--- config.mk ---
export PLATFORM = sky130hd
export DESIGN_NAME = dlt_load_trigger
export DESIGN_NICKNAME = d
export VERILOG_FILES = /design/src/dlt_load_trigger.v
export VERILOG_INCLUDE_DIRS = /design/src
export SDC_FILE = /design/constraint.sdc
export NUM_CORES = 1
export LEC_CHECK = 0
export BUFFER_PORTS_ARGS = -buffer_cell sky130_fd_sc_hd__clkbuf_2
export CORE_MARGIN = 2
export CORE_UTILIZATION = 51
export CTS_CLUSTER_SIZE = 12
export DETAILED_ROUTE_END_ITERATION = 6
export MAX_ROUTING_LAYER = met4
export PLACE_DENSITY = 0.78
export SETUP_SLACK_MARGIN = 0.1
export SYNTH_ARGS = -nofsm -noshare
export SYNTH_HDL_FRONTEND = slang
export SYNTH_SLANG_ARGS = --single-unit
export TNS_END_PERCENT = 50
--- constraint.sdc ---
create_clock -name i_sys_clk -period 2.66 [get_ports i_sys_clk]
set_clock_uncertainty 0.1 [all_clocks]
set_input_delay 0.133 -clock i_sys_clk [delete_from_list [all_inputs] [get_ports i_sys_clk]]
set_output_delay 0.133 -clock i_sys_clk [all_outputs]
set_load 0.02 [all_outputs]
--- src/dlt_regs.vh ---
// register offsets, field positions and reset values for the load trigger bank
`ifndef DLT_REGS_VH
`define DLT_REGS_VH
`define DLT_ADDR_SOFT_LOAD   8'h45
`define DLT_ADDR_STAGE0      8'h46
`define DLT_ADDR_STAGE1      8'h49
`define DLT_RST_SOFT_LOAD    8'h00
`define DLT_RST_CODE         16'h0000
`define DLT_BIT_LOAD_CH0     0
`define DLT_BIT_LOAD_CH1     1
`define DLT_CODE_MSB         23
`define DLT_CODE_LSB         8
`endif

--- src/dlt_load_trigger.v ---
// staging registers, software load trigger and active code transfer
//
// Overview of operation
// [RULE1] writing one to bit one loads channel one
// [RULE2] writing one to bit zero loads channel zero
// [RULE3] load bits self clear, never stored
// [RULE4] software load equals a strobe low pulse
// [RULE5] trigger at 0x45, reset zero, [7:2] reserved
// [RULE6] staging at 0x46 and 0x49, reset zero
// [RULE7] code in [23:8], low byte reads zero
// [RULE8] strobe, software bit or auto transfer loads
// [RULE9] logic held in reset until supplies good
// [RULE10] mask bit one ignores strobe for channel
// [RULE11] active register code in [23:8]
// [RULE12] coinciding triggers give one single transfer
`timescale 1ns/1ps
`default_nettype none
`include "dlt_regs.vh"

module dlt_load_trigger
(
  input  wire        i_sys_clk,
  input  wire        i_reset_n,
  input  wire        i_supply_good,
  input  wire        i_wr_en,
  input  wire [7:0]  i_addr,
  input  wire [23:0] i_wr_data,
  input  wire        i_output_update_strobe_n,
  input  wire        i_strobe_mask_chan0,
  input  wire        i_strobe_mask_chan1,
  input  wire        i_auto_transfer,
  output reg  [23:0] o_rd_data,
  output reg  [23:0] o_channel0_active_code,
  output reg  [23:0] o_channel1_active_code,
  output reg         o_load_pulse_chan0,
  output reg         o_load_pulse_chan1
);

  ////////////////////////////////////////////////////////////////////////////
  // reset release, gated by supply monitor
  wire       rst_in_n;
  reg  [1:0] rst_sync_q;
  wire       rst_n;

  assign rst_in_n = i_reset_n & i_supply_good; // RULE9

  always @(posedge i_sys_clk or negedge rst_in_n)
  begin
    if (!rst_in_n)
      rst_sync_q <= 2'h0;
    else
      rst_sync_q <= {rst_sync_q[0], 1'b1};
  end
  assign rst_n = rst_sync_q[1];

  ////////////////////////////////////////////////////////////////////////////
  // strobe pin sync: three stages, falling edge once stages two and three agree
  reg  [2:0] strb_sync_q;
  reg        strb_stable_q;
  wire       strb_fall;

  always @(posedge i_sys_clk or negedge rst_n)
  begin
    if (!rst_n)
    begin
      strb_sync_q   <= 3'h7;
      strb_stable_q <= 1'b1;
    end
    else
    begin
      strb_sync_q <= {strb_sync_q[1:0], i_output_update_strobe_n};
      if (strb_sync_q[1] == strb_sync_q[2])
        strb_stable_q <= strb_sync_q[2];
    end
  end
  assign strb_fall = strb_stable_q & (strb_sync_q[1] == strb_sync_q[2]) & ~strb_sync_q[2];

  ////////////////////////////////////////////////////////////////////////////
  // auto transfer input sync (level)
  reg [2:0] auto_sync_q;
  reg       auto_q;

  always @(posedge i_sys_clk or negedge rst_n)
  begin
    if (!rst_n)
    begin
      auto_sync_q <= 3'h0;
      auto_q      <= 1'b0;
    end
    else
    begin
      auto_sync_q <= {auto_sync_q[1:0], i_auto_transfer};
      if (auto_sync_q[1] == auto_sync_q[2])
        auto_q <= auto_sync_q[2];
    end
  end

  ////////////////////////////////////////////////////////////////////////////
  // register writes and transfers
  wire        wr_soft;
  wire        wr_stage0;
  wire        wr_stage1;
  wire        load0;
  wire        load1;
  reg  [15:0] stage0_q;
  reg  [15:0] stage1_q;
  reg  [15:0] active0_q;
  reg  [15:0] active1_q;

  assign wr_soft   = i_wr_en & (i_addr == `DLT_ADDR_SOFT_LOAD);    // RULE5
  assign wr_stage0 = i_wr_en & (i_addr == `DLT_ADDR_STAGE0);       // RULE6
  assign wr_stage1 = i_wr_en & (i_addr == `DLT_ADDR_STAGE1);       // RULE6

  ////////////////////////////////////////////////////////////////////////////
  // trigger terms, one per source and channel
  wire        soft_ld0;
  wire        soft_ld1;
  wire        strb_ld0;
  wire        strb_ld1;
  wire        auto_ld0;
  wire        auto_ld1;

  assign soft_ld0 = wr_soft & i_wr_data[`DLT_BIT_LOAD_CH0];        // RULE2 RULE4
  assign soft_ld1 = wr_soft & i_wr_data[`DLT_BIT_LOAD_CH1];        // RULE1 RULE4
  assign strb_ld0 = strb_fall & ~i_strobe_mask_chan0;              // RULE10
  assign strb_ld1 = strb_fall & ~i_strobe_mask_chan1;              // RULE10
  assign auto_ld0 = auto_q & wr_stage0;                            // RULE8
  assign auto_ld1 = auto_q & wr_stage1;                            // RULE8

  // one OR, so a coincident strobe and soft bit make one transfer
  assign load0 = soft_ld0 | strb_ld0 | auto_ld0;                   // RULE12
  assign load1 = soft_ld1 | strb_ld1 | auto_ld1;                   // RULE12

  ////////////////////////////////////////////////////////////////////////////
  // staging codes: only [23:8] of a write is kept, the low byte is reserved
  always @(posedge i_sys_clk or negedge rst_n)
  begin
    if (!rst_n)
    begin
      // held at zero until both supplies are good
      stage0_q <= `DLT_RST_CODE;                                   // RULE6 RULE9
    end
    else
    begin
      // writes to other addresses leave the code alone
      if (wr_stage0)
      begin
        stage0_q <= i_wr_data[`DLT_CODE_MSB:`DLT_CODE_LSB];        // RULE7
      end
    end
  end

  always @(posedge i_sys_clk or negedge rst_n)
  begin
    if (!rst_n)
    begin
      stage1_q <= `DLT_RST_CODE;                                   // RULE6
    end
    else
    begin
      // writes to other addresses leave the code alone
      if (wr_stage1)
      begin
        stage1_q <= i_wr_data[`DLT_CODE_MSB:`DLT_CODE_LSB];        // RULE7
      end
    end
  end

  ////////////////////////////////////////////////////////////////////////////
  // next active codes; auto transfer takes the code written this cycle,
  // so a staging write under auto transfer never moves the stale code
  reg  [15:0] active0_d;
  reg  [15:0] active1_d;

  always @*
  begin
    active0_d = active0_q;
    // without a trigger the code simply holds
    if (load0)
    begin
      if (auto_ld0)
      begin
        active0_d = i_wr_data[`DLT_CODE_MSB:`DLT_CODE_LSB];        // RULE8
      end
      else
      begin
        active0_d = stage0_q;                                      // RULE4
      end
    end
  end

  always @*
  begin
    active1_d = active1_q;
    // without a trigger the code simply holds
    if (load1)
    begin
      if (auto_ld1)
      begin
        active1_d = i_wr_data[`DLT_CODE_MSB:`DLT_CODE_LSB];        // RULE8
      end
      else
      begin
        active1_d = stage1_q;                                      // RULE4
      end
    end
  end

  ////////////////////////////////////////////////////////////////////////////
  // active codes stand until the next transfer
  always @(posedge i_sys_clk or negedge rst_n)
  begin
    if (!rst_n)
    begin
      active0_q <= `DLT_RST_CODE;
    end
    else
    begin
      active0_q <= active0_d;                                      // RULE8
    end
  end

  always @(posedge i_sys_clk or negedge rst_n)
  begin
    if (!rst_n)
    begin
      active1_q <= `DLT_RST_CODE;
    end
    else
    begin
      active1_q <= active1_d;                                      // RULE8
    end
  end

  ////////////////////////////////////////////////////////////////////////////
  // load pulses: one cycle, the cycle after a transfer; they show a
  // transfer even when the new code equals the old one
  always @(posedge i_sys_clk or negedge rst_n)
  begin
    if (!rst_n)
    begin
      o_load_pulse_chan0 <= 1'b0;
    end
    else
    begin
      o_load_pulse_chan0 <= load0;                                 // RULE12
    end
  end

  always @(posedge i_sys_clk or negedge rst_n)
  begin
    if (!rst_n)
    begin
      o_load_pulse_chan1 <= 1'b0;
    end
    else
    begin
      o_load_pulse_chan1 <= load1;                                 // RULE12
    end
  end

  ////////////////////////////////////////////////////////////////////////////
  // active outputs: reserved low byte is always zero
  always @*
  begin
    o_channel0_active_code = {active0_q, 8'h00};                   // RULE11
  end

  always @*
  begin
    o_channel1_active_code = {active1_q, 8'h00};                   // RULE11
  end

  ////////////////////////////////////////////////////////////////////////////
  // readback: load bits are never stored, so they read zero;
  // an unmapped address reads zero as well
  always @*
  begin
    case (i_addr)
      `DLT_ADDR_SOFT_LOAD:
      begin
        o_rd_data = {16'h0000, `DLT_RST_SOFT_LOAD};                // RULE3 RULE5
      end
      // code in [23:8], reserved low byte reads zero
      `DLT_ADDR_STAGE0:
      begin
        o_rd_data = {stage0_q, 8'h00};                             // RULE7
      end
      `DLT_ADDR_STAGE1:
      begin
        o_rd_data = {stage1_q, 8'h00};                             // RULE7
      end
      default:
      begin
        o_rd_data = 24'h000000;
      end
    endcase
  end

endmodule // dlt_load_trigger
`default_nettype wire

# Yosys cells after proc, flatten, opt, wreduce, memory -nomap -nowiden
# Index checks and enable logic that the tools add are counted.
[classes]
bitwise = 19
n_eq_ne = 5
mux = 3
[ops]
columns = ["cell", "n"]
rows = [
  ["$pmux W24 S2", 1],
  ["$mux W16", 2],
  ["$eq A8 B7 Y1 const B", 3],
  ["$and A1 B1 Y1", 12],
  ["$or A1 B1 Y1", 4],
  ["$not A1 Y1", 3],
  ["$eq A1 B1 Y1", 2],
]
[word_totals]
regBits = 76
out_inout_bits = 74
word_cells = 38
input_bits = 40

# Logic depth before layout (Yosys ltp)
[depth]
depth_word = 6
ltp_mapped = 6

# Worst setup path before layout
# Ideal clock, no wire load.
[synth_timing]
kind = "reg-to-reg"
start = "register strb_stable_q"
end = "register active1_q[10]"
path_stages_with_launch = 7
period_less_slack_ps = 1998
path_slack_ps = 662
n_path_buf = 2
arrival_time_ps = 1775
required_ps = 2437
cell_sequence = "dfstp_2 > or4b_2 > o31a_1 > buf_2 > buf_4 > mux2i_1 > a21oi_1"
[synth_between]
elab_chain_cells = 5
[synth_lines]
columns = ["element", "line_no", "rtl"]
rows = [
  ["start: declaration", "dlt_load_trigger.v:59", "reg strb_stable_q;"],
  ["start signal: assignment", "dlt_load_trigger.v:73", "strb_stable_q <= strb_sync_q[2];"],
  ["$and A1 B1 Y1 (2 in series)", "dlt_load_trigger.v:76", "assign strb_fall = strb_stable_q & (strb_sync_q[1] == strb_sync_q[2]) & ~strb_sync_q[2];"],
  ["$and A1 B1 Y1", "dlt_load_trigger.v:126", "assign strb_ld1 = strb_fall & ~i_strobe_mask_chan1;"],
  ["$or A1 B1 Y1 (2 in series)", "dlt_load_trigger.v:132", "assign load1 = soft_ld1 | strb_ld1 | auto_ld1;"],
  ["end signal: assignment", "dlt_load_trigger.v:227", "active1_q <= `DLT_RST_CODE;"],
  ["end signal: assignment", "dlt_load_trigger.v:231", "active1_q <= active1_d;"],
  ["end: declaration", "dlt_load_trigger.v:108", "reg [15:0] active1_q;"],
]
# No other way between the ends.
# A chain may end at the register's enable or synchronous reset.

# Final worst setup path
[layout_timing]
start = "register strb_stable_q"
end = "register active0_q[11]"
[layout_between]
elab_chain_cells = 5
[layout_lines]
columns = ["element", "line_no", "rtl"]
rows = [
  ["$and A1 B1 Y1 (2 in series)", "dlt_load_trigger.v:76", ""],
  ["$and A1 B1 Y1", "dlt_load_trigger.v:125", "assign strb_ld0 = strb_fall & ~i_strobe_mask_chan0;"],
  ["$or A1 B1 Y1 (2 in series)", "dlt_load_trigger.v:131", "assign load0 = soft_ld0 | strb_ld0 | auto_ld0;"],
  ["end signal: assignment", "dlt_load_trigger.v:215", "active0_q <= `DLT_RST_CODE;"],
  ["end signal: assignment", "dlt_load_trigger.v:219", "active0_q <= active0_d;"],
  ["end: declaration", "dlt_load_trigger.v:107", "reg [15:0] active0_q;"],
]
# No other way between the ends.

==> flow_summary.yaml <==
worst_setup_path:
  crit_type: "flip-flop to flip-flop"
  rrSetupSlack_ns: 0.63
  rr_worst_depth: 5
  path_max_fanout: 17
  worstSetupEndpointType: "flip-flop"
  cp_data_required_time_ns: 2.78
  critPathArrivalTime_ns: 2.14
  cp-start-kind: "flip-flop"
  r2r-end: "active0_q[11]$_DFFE_PN0P_"
  timing.rr.start: "strb_stable_q$_DFFE_PN1N_"
synthesis:
  muxShareOfSynthArea_pct: 20.3
  ys_seq_area_share_pct: 53.8
  synth_cell_type_count: 30
  synth_top_family_by_area: "multiplexers"
  yosysTopAreaCellShare_pct: 50.9
  syn_avg_cell_area_um2: 12.3
  ys_ff_latch: 76
  synth_area_leaders: "dfrtp_1 51%, mux2i_1 9.0%, mux2_2 7.0%"
  ys_warn_count: 0
  syn_area_um2: 3540
  synthSimpleGateAreaFrac_pct: 7.28
  synth_xor_area_share_pct: 0
  yosys.area.top_type: "dfrtp_1"
  synth_compound_area_share_pct: 9.04
  post_synth_fa_ha_maj_area_fraction_pct: 0.565
  syn_inst: 288
power:
  p_leak_nw: 2.49
  clkPwrFrac_pct: 39.3
  sequentialPowerShare_pct: 49.6
  switching_power_mw: 0.636
  power.total_mw: 2.62
  comb_power_share_pct: 11.1
  worst_ir_drop_vdd_mv: 0.305
  p_sw_share_pct: 24.3
  internal_power_mw: 1.98
  power.density_nw_per_um2: 603
sta:
  finalHoldViolCount: 0
  slew_headroom_pct: 37.5
  setup_viol: 0
  max_freq_mhz: 493
  worstMarginPinSlew_ns: 0.938
  setup_tns_ns: 0
  rsz0062_at_grt: "no"
  fin_crit_sh_pct: 76.2
  drv_slew: 0
  fin_crit_ns: 2.03
worst_hold_path:
  hold_class: "input pin to asynchronous set/reset pin"
global_route:
  grt_max_degree: 75
  globalRouteOverflowTotal: 0
  grt_usage_pct: 21.2
  grt_pass1_vias: 2394
  antenna_found_initial: 0
  grt_pass1_wl_mm: 11.7
drt:
  route.detailed.drc: 0
  dr.pass1.iters: 4
  routed_wl_mm: 7.44
  via_per_inst: 5.31
  drtIter0Drc: 123
  vias: 2529
  ant_nets: 0
  wl_per_cell_um: 15.6
finish:
  utilization_pct: 64.2
  fin_cells: 476
  drive_above_1_share_pct: 36.6
  n_antenna_cell: 0
  finalNetCount: 431
  stdcell_area_um2: 4340
  syn_to_final_growth_pct: 22.5
clock_network:
  clock-sinks: 76
  cts_inserted_buffers: 9
  htree_levels: 3
  cts-hold-fix-buffers: 20
  cts_setup_buffers: 0
  root_buffer: "clkbuf_8"
  cts_buffer_depth: 2
  cts_resized: 0
  clk_latency_ns: 0.35
  cts_tree: "done"
  clkTransAtPathRegs_ns: 0.08
status:
  status: "finished clean"
placed_design:
  port_buffers: 83
  place_inst: 440
  placed_cell_area_um2: 3910
  dpl.hpwl_mm: 4.66
  place_congestion: 0.834
floorplan:
  core_um2: 6760
  pin_count: 114
  dieArea_um2: 7630
  die_x_um: 87.3
  row_count: 30
  die_height_um: 87.3
  start_util_pct: 52.4
run:
  drv_cap: 0
-- metrics by stage --
stage	hold WS [ns]	setup WS (ns)
after floorplan	-0.161	0.294
after global placement	-0.0788	0.643
after detailed placement	-0.0765	0.613
after CTS	0.0843	0.622
after global routing	0.107	0.545
final	0.0923	0.633
-- registers in the layout, indices dropped and copies added, names as in the netlist --
signal / flops
o_load_pulse_chan0: 1
o_load_pulse_chan1: 1
auto_q: 1
active0_q: 16
strb_sync_q: 3
active1_q: 16
rst_sync_q: 2
strb_stable_q: 1
auto_sync_q: 3
stage0_q: 16
stage1_q: 16
-- synth_stat cells --
| cell | count |
|---|---|
| o41a_1 | 1 |
| nand4_1 | 1 |
| buf_6 | 6 |
| inv_1 | 3 |
| nand2b_1 | 2 |
| nor4b_1 | 1 |
| or4_1 | 1 |
| or4b_4 | 1 |
| conb_1 | 2 |
| or4b_2 | 2 |
| a22o_1 | 16 |
| dfrtp_1 | 72 |
| a21oi_1 | 32 |
| clkbuf_1 | 4 |
| maj3_1 | 2 |
| and2_1 | 2 |
| buf_4 | 25 |
| o31a_1 | 1 |
| dfstp_2 | 4 |
| mux2_4 | 10 |
| or3_1 | 1 |
| nand3b_1 | 1 |
| mux2i_1 | 32 |
| nor4_2 | 1 |
| nor2_1 | 32 |
| nor4bb_1 | 1 |
| mux2_2 | 22 |
| buf_2 | 6 |
| nand2_1 | 3 |
| nand4b_1 | 1 |
-- layout by cell type, fill, tap and decap left out --
| cell | instances |
|---|---|
| a21oi_1 | 32 |
| a22o_1 | 16 |
| and2_1 | 2 |
| buf_4 | 7 |
| bufinv_16 | 3 |
| clkbuf_1 | 2 |
| clkbuf_2 | 83 |
| clkbuf_8 | 9 |
| clkinv_2 | 2 |
| conb_1 | 25 |
| dfrtp_1 | 71 |
| dfrtp_4 | 1 |
| dfstp_2 | 4 |
| dlygate4sd3_1 | 20 |
| inv_1 | 3 |
| maj3_1 | 2 |
| mux2_2 | 22 |
| mux2_4 | 10 |
| mux2i_1 | 32 |
| nand2_1 | 3 |
| nand2b_1 | 2 |
| nand3b_1 | 1 |
| nand4_1 | 1 |
| nand4b_1 | 1 |
| nor2_1 | 32 |
| nor4_4 | 1 |
| nor4b_1 | 1 |
| nor4bb_1 | 1 |
| o31a_1 | 1 |
| o41a_1 | 1 |
| or3_1 | 1 |
| or4_1 | 1 |
| or4b_2 | 2 |
| or4b_4 | 1 |
-- critical path: stages (launching register included) --
cell,delay (ns)
dfstp_2,0.54
or4b_2,0.59
o41a_1,0.14
buf_4,0.25
mux2i_1,0.19
a21oi_1,0.08
-- power by group through the flow --
stage               combinational, mW  sequential, mW  clock, mW
floorplan                       0.153            1.35          0
global placement                0.262            1.32          0
detailed placement              0.269            1.32          0
CTS                             0.292            1.30       1.05
global route                    0.316            1.31       1.10
finish                          0.291            1.30       1.03
-- routing by layer --
metal	up-vias	share of wire [%]	track usage, %
met5	-	0	-
met4	0	1.8	9.09
met3	15	5.7	5.50
met2	104	48	32.2
met1	1239	44	26.9
li1	1171	-	-
-- layout make-up --
class / count / area [µm²]
clock inverters: 5 / 100
repair buffers: 110 / 668
fillers: 529 / 2420
well taps: 80 / 100
multi-input cells: 191 / 1420
inverters: 3 / 11.3
flip-flops and latches: 76 / 1910
clock buffers: 11 / 131
-- cells by family (layout without fill, tap and decap cells) --
| family | after synthesis | in the layout |
|---|---|---|
| buf+inv | 44 | 129 |
| flops | 76 | 76 |
| other cells | 2 | 25 |
| simple gates | 50 | 50 |
| fa+ha+maj | 2 | 2 |
| mux | 64 | 64 |
| compound gates | 50 | 50 |
-- how the worst max path moves through the flow --
stage	from	end	depth (start not counted)
global placement	i_addr[5]	stage0_q[3]$_DFFE_PN0P_	5
global route	strb_stable_q$_DFFE_PN1N_	active0_q[11]$_DFFE_PN0P_	5
finish	strb_stable_q$_DFFE_PN1N_	active0_q[11]$_DFFE_PN0P_	5
CTS	strb_stable_q$_DFFE_PN1N_	active0_q[13]$_DFFE_PN0P_	5
floorplan	rst_sync_q[1]$_DFF_PN0_	active0_q[0]$_DFFE_PN0P_	0
detailed placement	i_addr[5]	stage0_q[0]$_DFFE_PN0P_	5
No activity file was read; power rests on OpenSTA's default activity.
